==> config.mk <==
export PLATFORM = sky130hd
export DESIGN_NAME = interface_option_control
export DESIGN_NICKNAME = d
export VERILOG_FILES = /design/src/verilog/iface_option_pkg.sv /design/src/verilog/interface_option_control.sv
export SDC_FILE = /design/constraint.sdc
export NUM_CORES = 1
export LEC_CHECK = 0
export ABC_CLOCK_PERIOD_IN_PS = 3300
export BUFFER_PORTS_ARGS = -buffer_cell sky130_fd_sc_hd__buf_2
export CAP_MARGIN = 30
export CORE_UTILIZATION = 45
export DETAILED_ROUTE_END_ITERATION = 16
export PLACE_DENSITY = 0.76
export SETUP_SLACK_MARGIN = 0.1
export SYNTH_ARGS = -nofsm -noshare
export SYNTH_HDL_FRONTEND = slang
export SYNTH_SLANG_ARGS = --single-unit
export TNS_END_PERCENT = 20
==> constraint.sdc <==
create_clock -name clk -period 3.3 [get_ports clk]
set_input_delay 0.495 -clock clk [delete_from_list [all_inputs] [get_ports clk]]
set_output_delay 0.495 -clock clk [all_outputs]
set_load 0.01 [all_outputs]
==> src/verilog/iface_option_pkg.sv <==
// Constants and types for the serial interface option register block
package iface_option_pkg;
  // =====================================================
  // Register map
  localparam logic [7:0] OPT_ADDR = 8'h02;
  localparam logic [7:0] SIG_ADDR = 8'h03;
  localparam logic [15:0] OPT_RESET = 16'h0000;
  localparam logic [23:0] SIG_RESET = 24'h000000;
  // Reserved bits 15:13, 10:9 and 4
  localparam logic [15:0] OPT_RSVD_MASK = 16'hE610;
  // =====================================================
  // Field positions
  localparam int SYNC_GATE_BIT = 12;
  localparam int DRIVE_BIT = 11;
  localparam int DOUT_RESET_BIT = 8;
  localparam int CONT_READ_BIT = 7;
  localparam int STAT_APPEND_BIT = 6;
  localparam int INTEGRITY_BIT = 5;
  localparam int CHECK_LSB = 2;
  localparam int SHORT_WIDTH_BIT = 0;
  // =====================================================
  // Converter mode code for continuous conversion
  localparam logic [2:0] MODE_CONTINUOUS = 3'h0;
  // Result lengths in bits
  localparam logic [5:0] LEN_SHORT = 6'h10;
  localparam logic [5:0] LEN_LONG = 6'h18;
  localparam logic [5:0] LEN_STATUS = 6'h08;
  // Pin synchroniser depth
  localparam int SYNC_STAGES = 3;
  // =====================================================
  // Types
  typedef enum logic [1:0] {
    CHECK_OFF = 2'b00,
    CHECK_XOR_READ = 2'b01,
    CHECK_CRC_BOTH = 2'b10,
    CHECK_RSVD = 2'b11
  } check_mode_t;
  typedef enum logic [1:0] {
    MON_IDLE = 2'b00,
    MON_ARMED = 2'b01,
    MON_FAULT = 2'b10
  } monitor_state_t;
  typedef struct packed {
    logic sync_gate;
    logic drive_strength;
    logic dout_reset;
    logic cont_read;
    logic status_append;
    logic integrity_en;
    check_mode_t check;
    logic short_width;
  } option_fields_t;
  typedef struct packed {
    logic [31:0] word;
    logic [5:0] length;
  } result_word_t;
endpackage

==> src/verilog/interface_option_control.sv <==
// Serial interface option register with integrity monitor and result framing
`timescale 1ns/10ps
// Behaviour
// - Option register at 0x02, resets to zero.
// - Reserved bits read zero, host writes zero.
// - Bit 12 turns sync pin into conversion gate.
// - Bit 7 enables continuous result readout.
// - Bit 6 appends status to result reads.
// - Bit 5 monitors checked registers, flags changes.
// - Writing bit 5 zero clears error flag.
// - Option, result, status registers are unchecked.
// - Changing checked register while armed raises error.
// - Nonzero check field adds one check byte.
// - 00 off; 01 xor reads, crc writes.
// - Check field 10 selects crc both ways.
// - Bit 0 shortens result to 16 bits.
// - Signature register XORs registers, zero when disabled.
// - Continuous conversion is mode code 000.
module interface_option_control (
  input wire logic clk,
  input wire logic reset,
  input wire logic wr_en,
  input wire logic rd_en,
  input wire logic [7:0] addr,
  input wire logic [15:0] wdata,
  output logic [23:0] rdata,
  output logic rd_valid,
  output logic addr_hit,
  input wire logic [23:0] checked_xor,
  output logic integrity_error,
  input wire logic [2:0] adc_mode,
  input wire logic sync_pin,
  output logic conversion_gate,
  output logic sync_normal,
  output logic cont_readout_active,
  output logic dout_reset_en,
  output logic drive_strength,
  output logic extra_check_byte,
  output logic read_check_xor,
  output logic read_check_crc,
  output logic write_check_crc,
  input wire logic result_valid,
  input wire logic [23:0] result_data,
  input wire logic [7:0] status_byte,
  output iface_option_pkg::result_word_t result_out,
  output logic result_ready
);
  import iface_option_pkg::*;

  // =====================================================
  // Option register
  logic [15:0] opt_reg;
  logic [15:0] opt_next;
  option_fields_t opt;
  wire opt_wr = wr_en && (addr == OPT_ADDR);
  wire sig_sel = addr == SIG_ADDR;
  wire opt_sel = addr == OPT_ADDR;

  // Reserved bits are forced to zero on every write
  assign opt_next = opt_wr ? (wdata & ~OPT_RSVD_MASK) : opt_reg;

  always_ff @(posedge clk or posedge reset) begin
    if (reset) begin
      opt_reg <= OPT_RESET;
    end else begin
      opt_reg <= opt_next;
    end
  end

  // Field decode
  assign opt.sync_gate = opt_reg[SYNC_GATE_BIT];
  assign opt.drive_strength = opt_reg[DRIVE_BIT];
  assign opt.dout_reset = opt_reg[DOUT_RESET_BIT];
  assign opt.cont_read = opt_reg[CONT_READ_BIT];
  assign opt.status_append = opt_reg[STAT_APPEND_BIT];
  assign opt.integrity_en = opt_reg[INTEGRITY_BIT];
  assign opt.check = check_mode_t'(opt_reg[CHECK_LSB +: 2]);
  assign opt.short_width = opt_reg[SHORT_WIDTH_BIT];

  // =====================================================
  // Sync pin: three stages, change accepted once stages two and three agree
  // Stage one may still be settling, so only stages two and three vote
  logic [SYNC_STAGES-1:0] sync_sh_reg;
  logic sync_level_reg;
  wire stages_agree = sync_sh_reg[1] == sync_sh_reg[2];

  always_ff @(posedge clk or posedge reset) begin
    if (reset) begin
      sync_sh_reg <= '0;
      sync_level_reg <= 1'b0;
    end else begin
      sync_sh_reg <= {sync_sh_reg[SYNC_STAGES-2:0], sync_pin};
      if (stages_agree) begin
        sync_level_reg <= sync_sh_reg[2];
      end
    end
  end

  // Pin role steered by the alternate-function bit
  assign conversion_gate = opt.sync_gate & sync_level_reg;
  assign sync_normal = ~opt.sync_gate & sync_level_reg;

  // =====================================================
  // Mode outputs
  assign cont_readout_active = opt.cont_read && (adc_mode == MODE_CONTINUOUS);
  assign dout_reset_en = opt.dout_reset;
  assign drive_strength = opt.drive_strength;
  assign extra_check_byte = opt.check != CHECK_OFF;
  assign read_check_xor = opt.check == CHECK_XOR_READ;
  assign read_check_crc = opt.check[1];
  assign write_check_crc = opt.check != CHECK_OFF;

  // =====================================================
  // Integrity monitor
  // A checked write that leaves the XOR image unchanged goes unseen
  // Disable write beats a change in the same cycle: monitoring stops
  monitor_state_t mon_state_reg;
  monitor_state_t mon_state_next;
  logic [23:0] snapshot_reg;
  wire arm_write = opt_wr && wdata[INTEGRITY_BIT] && !opt.integrity_en;
  wire disarm_write = opt_wr && !wdata[INTEGRITY_BIT];
  // Checked image excludes option, result and status registers
  wire mismatch = checked_xor != snapshot_reg;

  always_comb begin
    mon_state_next = mon_state_reg;
    case (mon_state_reg)
      MON_IDLE: begin
        if (arm_write) begin
          mon_state_next = MON_ARMED;
        end
      end
      MON_ARMED: begin
        if (disarm_write) begin
          mon_state_next = MON_IDLE;
        end else if (mismatch) begin
          mon_state_next = MON_FAULT;
        end
      end
      MON_FAULT: begin
        if (disarm_write) begin
          mon_state_next = MON_IDLE;
        end
      end
      default: begin
        mon_state_next = MON_IDLE;
      end
    endcase
  end

  // Snapshot taken at the arming write
  always_ff @(posedge clk or posedge reset) begin
    if (reset) begin
      mon_state_reg <= MON_IDLE;
      snapshot_reg <= SIG_RESET;
    end else begin
      mon_state_reg <= mon_state_next;
      if (arm_write) begin
        snapshot_reg <= checked_xor;
      end
    end
  end

  assign integrity_error = mon_state_reg == MON_FAULT;
  // Signature reads zero while disabled
  wire [23:0] signature = opt.integrity_en ? checked_xor : SIG_RESET;

  // =====================================================
  // Register reads, one cycle latency
  wire [23:0] read_mux = opt_sel ? {8'h00, opt_reg} : (sig_sel ? signature : 24'h000000);

  always_ff @(posedge clk or posedge reset) begin
    if (reset) begin
      rdata <= 24'h000000;
      rd_valid <= 1'b0;
      addr_hit <= 1'b0;
    end else begin
      rd_valid <= rd_en;
      addr_hit <= rd_en && (opt_sel || sig_sel);
      if (rd_en) begin
        rdata <= read_mux;
      end
    end
  end

  // =====================================================
  // Result framing: width and status append fixed at each new result
  wire [23:0] payload = opt.short_width ? {8'h00, result_data[23:8]} : result_data;
  wire [5:0] base_len = opt.short_width ? LEN_SHORT : LEN_LONG;
  wire [31:0] framed = opt.status_append ? {payload, status_byte} : {8'h00, payload};
  wire [5:0] framed_len = opt.status_append ? 6'(base_len + LEN_STATUS) : base_len;

  always_ff @(posedge clk or posedge reset) begin
    if (reset) begin
      result_out <= '0;
      result_ready <= 1'b0;
    end else begin
      result_ready <= result_valid;
      if (result_valid) begin
        result_out <= '{word: framed, length: framed_len};
      end
    end
  end
endmodule

# --- Word level (Yosys, flattened, before mapping) ---
# Index checks and enable logic that the tools add are counted.
word_totals:
  in_bits: 89
  out_inout_bits: 75
  ff_bits: 105
  word_cells: 50
op_classes:
  muxes: 12
  eq_ne: 10
  add_sub_neg: 1
  n_reduce_logical: 13
  n_bitwise: 3
ops:
  columns: ["cell", "count"]
  rows:
  - ["$mux 24", 4]
  - ["$mux 32", 1]
  - ["$ne 24x24->1", 1]
  - ["$eq 8x2->1 const B", 2]
  - ["$mux 2", 4]
  - ["$add 5x4->6 const B", 1]
  - ["$logic_and 1x1->1", 6]
  - ["$mux 6", 1]
  - ["$pmux 2 s3", 1]
  - ["$eq 2x1->1 const B", 2]
  - ["$mux 4", 1]
  - ["$logic_not 3->1", 1]
  - ["$ne 3x3->1 const B", 1]
  - ["$reduce_and 3->1", 1]
  - ["$and 1x1->1", 2]
  - ["$eq 2x2->1 const B", 1]
  - ["$logic_not 1->1", 2]
  - ["$logic_not 2->1", 1]
  - ["$ne 2x1->1 const B", 1]
  - ["$ne 2x2->1 const B", 1]
  - ["$reduce_bool 2->1", 1]
  - ["$eq 1x1->1", 1]
  - ["$logic_or 1x1->1", 1]
  - ["$not 1->1", 1]

# --- Longest topological paths before layout ---
depth:
  depth_word: 6
  mapped_depth: 6
  ltp_nobuf: 4

# --- Worst setup path after synthesis ---
# Ideal clock, no wire load.
synth_timing:
  path_kind: "input to register"
  start: "input port addr[5]"
  end: "register snapshot_reg[10]"
  required_ns: 3.173
  path_buffers: 2
  slack_ns: 1.190
  setup_time_ns: 0.127
  cell_stages: 6
  t_arrival_ns: 1.982
  path_cell_list: "or4_4 > nor3_2 > and4b_1 > buf_4 > buf_6 > mux2_1"
synth_between:
  elab_chain_len: 4
synth_rtl:
  columns: ["item", "line_no", "rtl"]
  rows:
  - ["start: declaration", "interface_option_control.sv:24", "input wire logic [7:0] addr,"]
  - ["$eq 8x2->1", "interface_option_control.sv:55", "wire opt_wr = wr_en && (addr == OPT_ADDR);"]
  - ["$logic_and 1x1->1", "interface_option_control.sv:55", null]
  - ["$logic_and 1x1->1 (2 in series)", "interface_option_control.sv:120", "wire arm_write = opt_wr && wdata[INTEGRITY_BIT] && !opt.integrity_en;"]
  - ["end signal: assignment", "interface_option_control.sv:159", "snapshot_reg <= checked_xor;"]
  - ["end: declaration", "interface_option_control.sv:119", "logic [23:0] snapshot_reg;"]
# No other way between the ends.
# A chain may end at the register's enable or synchronous reset.

# --- Final worst setup path ---
layout_timing:
  start: "input port addr[5]"
  end: "register snapshot_reg[11]"
# Same word-level chain as after synthesis.

==> metrics.txt <==
# TYPE chip_impl_metric gauge
chip_impl_metric{name="synth-warning-count",unit=""} 0
chip_impl_metric{name="ctsHtreeMaxLevel",unit=""} 3
chip_impl_metric{name="final_layout_size_suffix_gt1_share",unit="%"} 37.29
chip_impl_metric{name="async_flop_share",unit="%"} 100.0
chip_impl_metric{name="drv_cap",unit=""} 0
chip_impl_metric{name="postCtsSetupRepairBufs",unit=""} 0
chip_impl_metric{name="hpwl",unit="um"} 8139
chip_impl_metric{name="clkLatencyLatePin",unit="ps"} 370
chip_impl_info{name="worstSetupPathType",value="in -> reg"} 1
chip_impl_info{name="critPathCaptureType",value="flop"} 1
chip_impl_metric{name="slew_violations",unit=""} 0
chip_impl_metric{name="ctsHoldBuffers",unit=""} 0
chip_impl_metric{name="globalRoute.totalOverflow",unit=""} 0
chip_impl_metric{name="cts.clk_slew.worst_paths",unit="ps"} 100
chip_impl_metric{name="antenna_cells_inserted",unit=""} 0
chip_impl_metric{name="skew",unit="ps"} 10.32
chip_impl_metric{name="area_occupied_by_multi_input_gates",unit="um2"} 2001
chip_impl_metric{name="synthDistinctLibCells",unit=""} 38
chip_impl_metric{name="die_h",unit="um"} 105.3
chip_impl_info{name="yosys.cell_count.top_type",value="sky130_fd_sc_hd__dfrtp_1"} 1
chip_impl_info{name="crit_slowest_cell",value="sky130_fd_sc_hd__or4_4"} 1
chip_impl_info{name="start_kind",value="input port"} 1
chip_impl_metric{name="finalSetupViolations",unit=""} 0
chip_impl_info{name="synth.area.top_cells",value="sky130_fd_sc_hd__dfrtp_1, sky130_fd_sc_hd__mux2_2, sky130_fd_sc_hd__mux2_1, sky130_fd_sc_hd__xnor2_1, sky130_fd_sc_hd__a21oi_1"} 1
chip_impl_metric{name="core_area",unit="um2"} 10320
chip_impl_metric{name="initial_utilization",unit="%"} 46.49
chip_impl_metric{name="power.density",unit="nW/um2"} 431.4
chip_impl_info{name="timing.rr.start",value="opt_reg[0]"} 1
chip_impl_metric{name="die_area",unit="um2"} 11080
chip_impl_metric{name="clock_tree.buffer_depth",unit=""} 2
chip_impl_metric{name="crit_path_max_fanout",unit=""} 10
chip_impl_metric{name="vdd_ir_drop_max",unit="uV"} 272.9
chip_impl_metric{name="finalHoldViolations",unit=""} 0
chip_impl_metric{name="count_of_input_and_output_buffers",unit=""} 154
chip_impl_info{name="unrepaired_setup_endpoints_after_global_routing",value="false"} 1
chip_impl_metric{name="worst_pin_slew",unit="ps"} 1005
chip_impl_metric{name="number_of_nets_in_the_layout",unit=""} 676
chip_impl_metric{name="horizontal_die_dimension",unit="um"} 105.3
chip_impl_metric{name="detailroute.via_count",unit=""} 3787
chip_impl_metric{name="timing.slew.headroom",unit="%"} 33.00
chip_impl_metric{name="antenna_violations_before_repair",unit=""} 0
chip_impl_metric{name="share_of_the_cycle_needed_by_the_critical_path_after_routing",unit="%"} 66.87
chip_impl_metric{name="wire_per_inst",unit="um"} 15.26
chip_impl_metric{name="post-route-drc-count",unit=""} 0
chip_impl_info{name="yosys.area.top_type",value="sky130_fd_sc_hd__dfrtp_1"} 1
chip_impl_metric{name="postLayoutCoreUtil",unit="%"} 57.01
chip_impl_info{name="synth-main-ff-cell",value="sky130_fd_sc_hd__dfrtp_1"} 1
chip_impl_metric{name="arrival_time_at_the_worst_endpoint",unit="ps"} 2450
chip_impl_metric{name="finalCriticalPeriod",unit="ps"} 2207
chip_impl_metric{name="cellLeakagePower",unit="nW"} 2.811
chip_impl_metric{name="cts_inserted_buffers",unit=""} 9
chip_impl_metric{name="post_cts_resized",unit=""} 0
chip_impl_info{name="yosys-top-cells-count",value="sky130_fd_sc_hd__dfrtp_1, sky130_fd_sc_hd__a21oi_1, sky130_fd_sc_hd__mux2_2"} 1
chip_impl_info{name="timing.critical_path.cells",value="buf_2 > or4_4 > nor3_2 > and4b_1 > buf_4 > mux2_1"} 1
chip_impl_metric{name="syn-cell-area",unit="um2"} 4800
chip_impl_metric{name="rows",unit=""} 37
chip_impl_info{name="status",value="completed"} 1
chip_impl_info{name="crit_start",value="addr[5]"} 1
chip_impl_metric{name="dp_worst_setup_slack",unit="ps"} 725.9
chip_impl_metric{name="cts.sinks",unit=""} 102
chip_impl_metric{name="globalplace.congestion",unit=""} 0.8091
chip_impl_metric{name="routed_wirelength",unit="um"} 11080
chip_impl_info{name="worst_hold_path_type",value="in -> async"} 1
chip_impl_metric{name="seq_total_area_yosys",unit="%"} 53.18
chip_impl_metric{name="via_per_inst",unit=""} 5.216
chip_impl_metric{name="area.growth.synth_to_final",unit="%"} 22.63
chip_impl_metric{name="finalWorstSetupSlack",unit="ps"} 1093
chip_impl_metric{name="drtPass1Iterations",unit=""} 4
chip_impl_metric{name="worst_path_largest_cell_delay",unit="ps"} 550
chip_impl_metric{name="achievable-frequency",unit="GHz"} 0.4531
chip_impl_metric{name="ioPinCount",unit=""} 164
chip_impl_metric{name="final-seq-area",unit="um2"} 2552
chip_impl_metric{name="detailedRoute.firstIterationViolations",unit=""} 217
chip_impl_metric{name="finalSetupTns",unit="ps"} 0
chip_impl_info{name="master_cell_of_the_clock_root_buffer",value="sky130_fd_sc_hd__clkbuf_8"} 1
chip_impl_metric{name="synth_top_cell_area_share",unit="%"} 53.18
chip_impl_metric{name="required",unit="ps"} 3540
chip_impl_metric{name="nFillCells",unit=""} 891
chip_impl_metric{name="total_power",unit="W"} 0.002539
chip_impl_info{name="tritoncts",value="done"} 1
chip_impl_metric{name="ys_seq_elements",unit=""} 102
chip_impl_metric{name="synth-edff-count",unit=""} 0
chip_impl_metric{name="largest_register_ffs",unit=""} 35
chip_impl_metric{name="wire_length_of_the_first_global_routing_pass",unit="um"} 18080
chip_impl_metric{name="syn-mean-instance-area",unit="um2"} 10.93
chip_impl_metric{name="drtAntennaViolNets",unit=""} 0
chip_impl_metric{name="via_count_of_the_first_global_routing_pass",unit=""} 3638
chip_impl_metric{name="post_synth_inst_count",unit=""} 439
chip_impl_metric{name="grt_max_degree",unit=""} 53
chip_impl_metric{name="groute.usage.overall",unit="%"} 20.64
## kinds of logic (layout without fill, tap and decap cells)
group           after synthesis  in the layout  share of synthesized area (%)
flops                       102            102                          53.18
buf+inv                      58            207                          5.292
other cells                   1              3                        0.07813
simple gates                 97             97                          10.38
compound gates               85             85                          10.22
mux                          69             69                          15.75
fa+ha+maj                     3              3                         0.7299
xor+xnor                     24             24                          4.380
## per-stage QoR
stage	hold WS [ps]	instances	instance area (um2)
final	147.7	726	5886
after global placement	334.8	710	5673
after global routing	167.9	726	5886
after CTS	154.9	726	5886
after floorplan	331.2	441	4807
after detailed placement	342.4	710	5673
## routing by layer
metal	vias up	GRT usage (%)	part of all wire, %
met4	0	5.131	0.89
met3	9	4.205	7.1
met2	142	35.10	49
li1	1802	-	-
met1	1834	27.00	43
met5	-	0	0
## placed cells by master (no fill, tap or decap), types with 8 or more instances in the layout
master                     instances
sky130_fd_sc_hd__dfrtp_1         102
sky130_fd_sc_hd__xnor2_1          24
sky130_fd_sc_hd__nand2_1          19
sky130_fd_sc_hd__buf_2           154
sky130_fd_sc_hd__buf_4            10
sky130_fd_sc_hd__a21oi_1          34
sky130_fd_sc_hd__clkbuf_8         10
sky130_fd_sc_hd__mux2_1           19
sky130_fd_sc_hd__a22oi_1           9
sky130_fd_sc_hd__nor2_1           27
sky130_fd_sc_hd__a211oi_1          8
sky130_fd_sc_hd__mux2i_1          17
sky130_fd_sc_hd__inv_1            26
sky130_fd_sc_hd__nand3_1          16
sky130_fd_sc_hd__o22ai_1           8
sky130_fd_sc_hd__nor2b_1          12
sky130_fd_sc_hd__o21ai_0          23
sky130_fd_sc_hd__mux2_2           33
## critical path: cells and delay by family
family,cells,cell delay (ps)
and+or+nand+nor,3,1230
muxes,1,360
buffers and inverters,2,370
## final timing paths
path / end / slack (ps) / cells after the start
setup / recovery: snapshot_reg[11] / 1090 / 6
hold / removal: result_out[16] / 150 / 2
setup reg to reg: result_out[13] / 1340 / 4
hold reg to reg: sync_sh_reg[1] / 370 / 0
max in group asynchronous: snapshot_reg[11] / 2330 / 3
min in group clk: sync_sh_reg[0] / 230 / 1
## power by group
part	switching [W]	internal, W	total, W
logic	0.000192	0.000157	0.000349
registers	0.0000397	0.00131	0.00135
clock network	0.000455	0.000385	0.000841
total	0.000687	0.00185	0.00254
## area by class of cell
cell class,instances,area share [%]
multi-input cells,281,33.99
clock inverters,6,1.276
flip-flops and latches,102,43.37
repair buffers,164,14.37
inverters,27,1.764
clock buffers,10,2.338
well taps,136,2.891
Note: power is estimated with default switching activity, not from simulation.
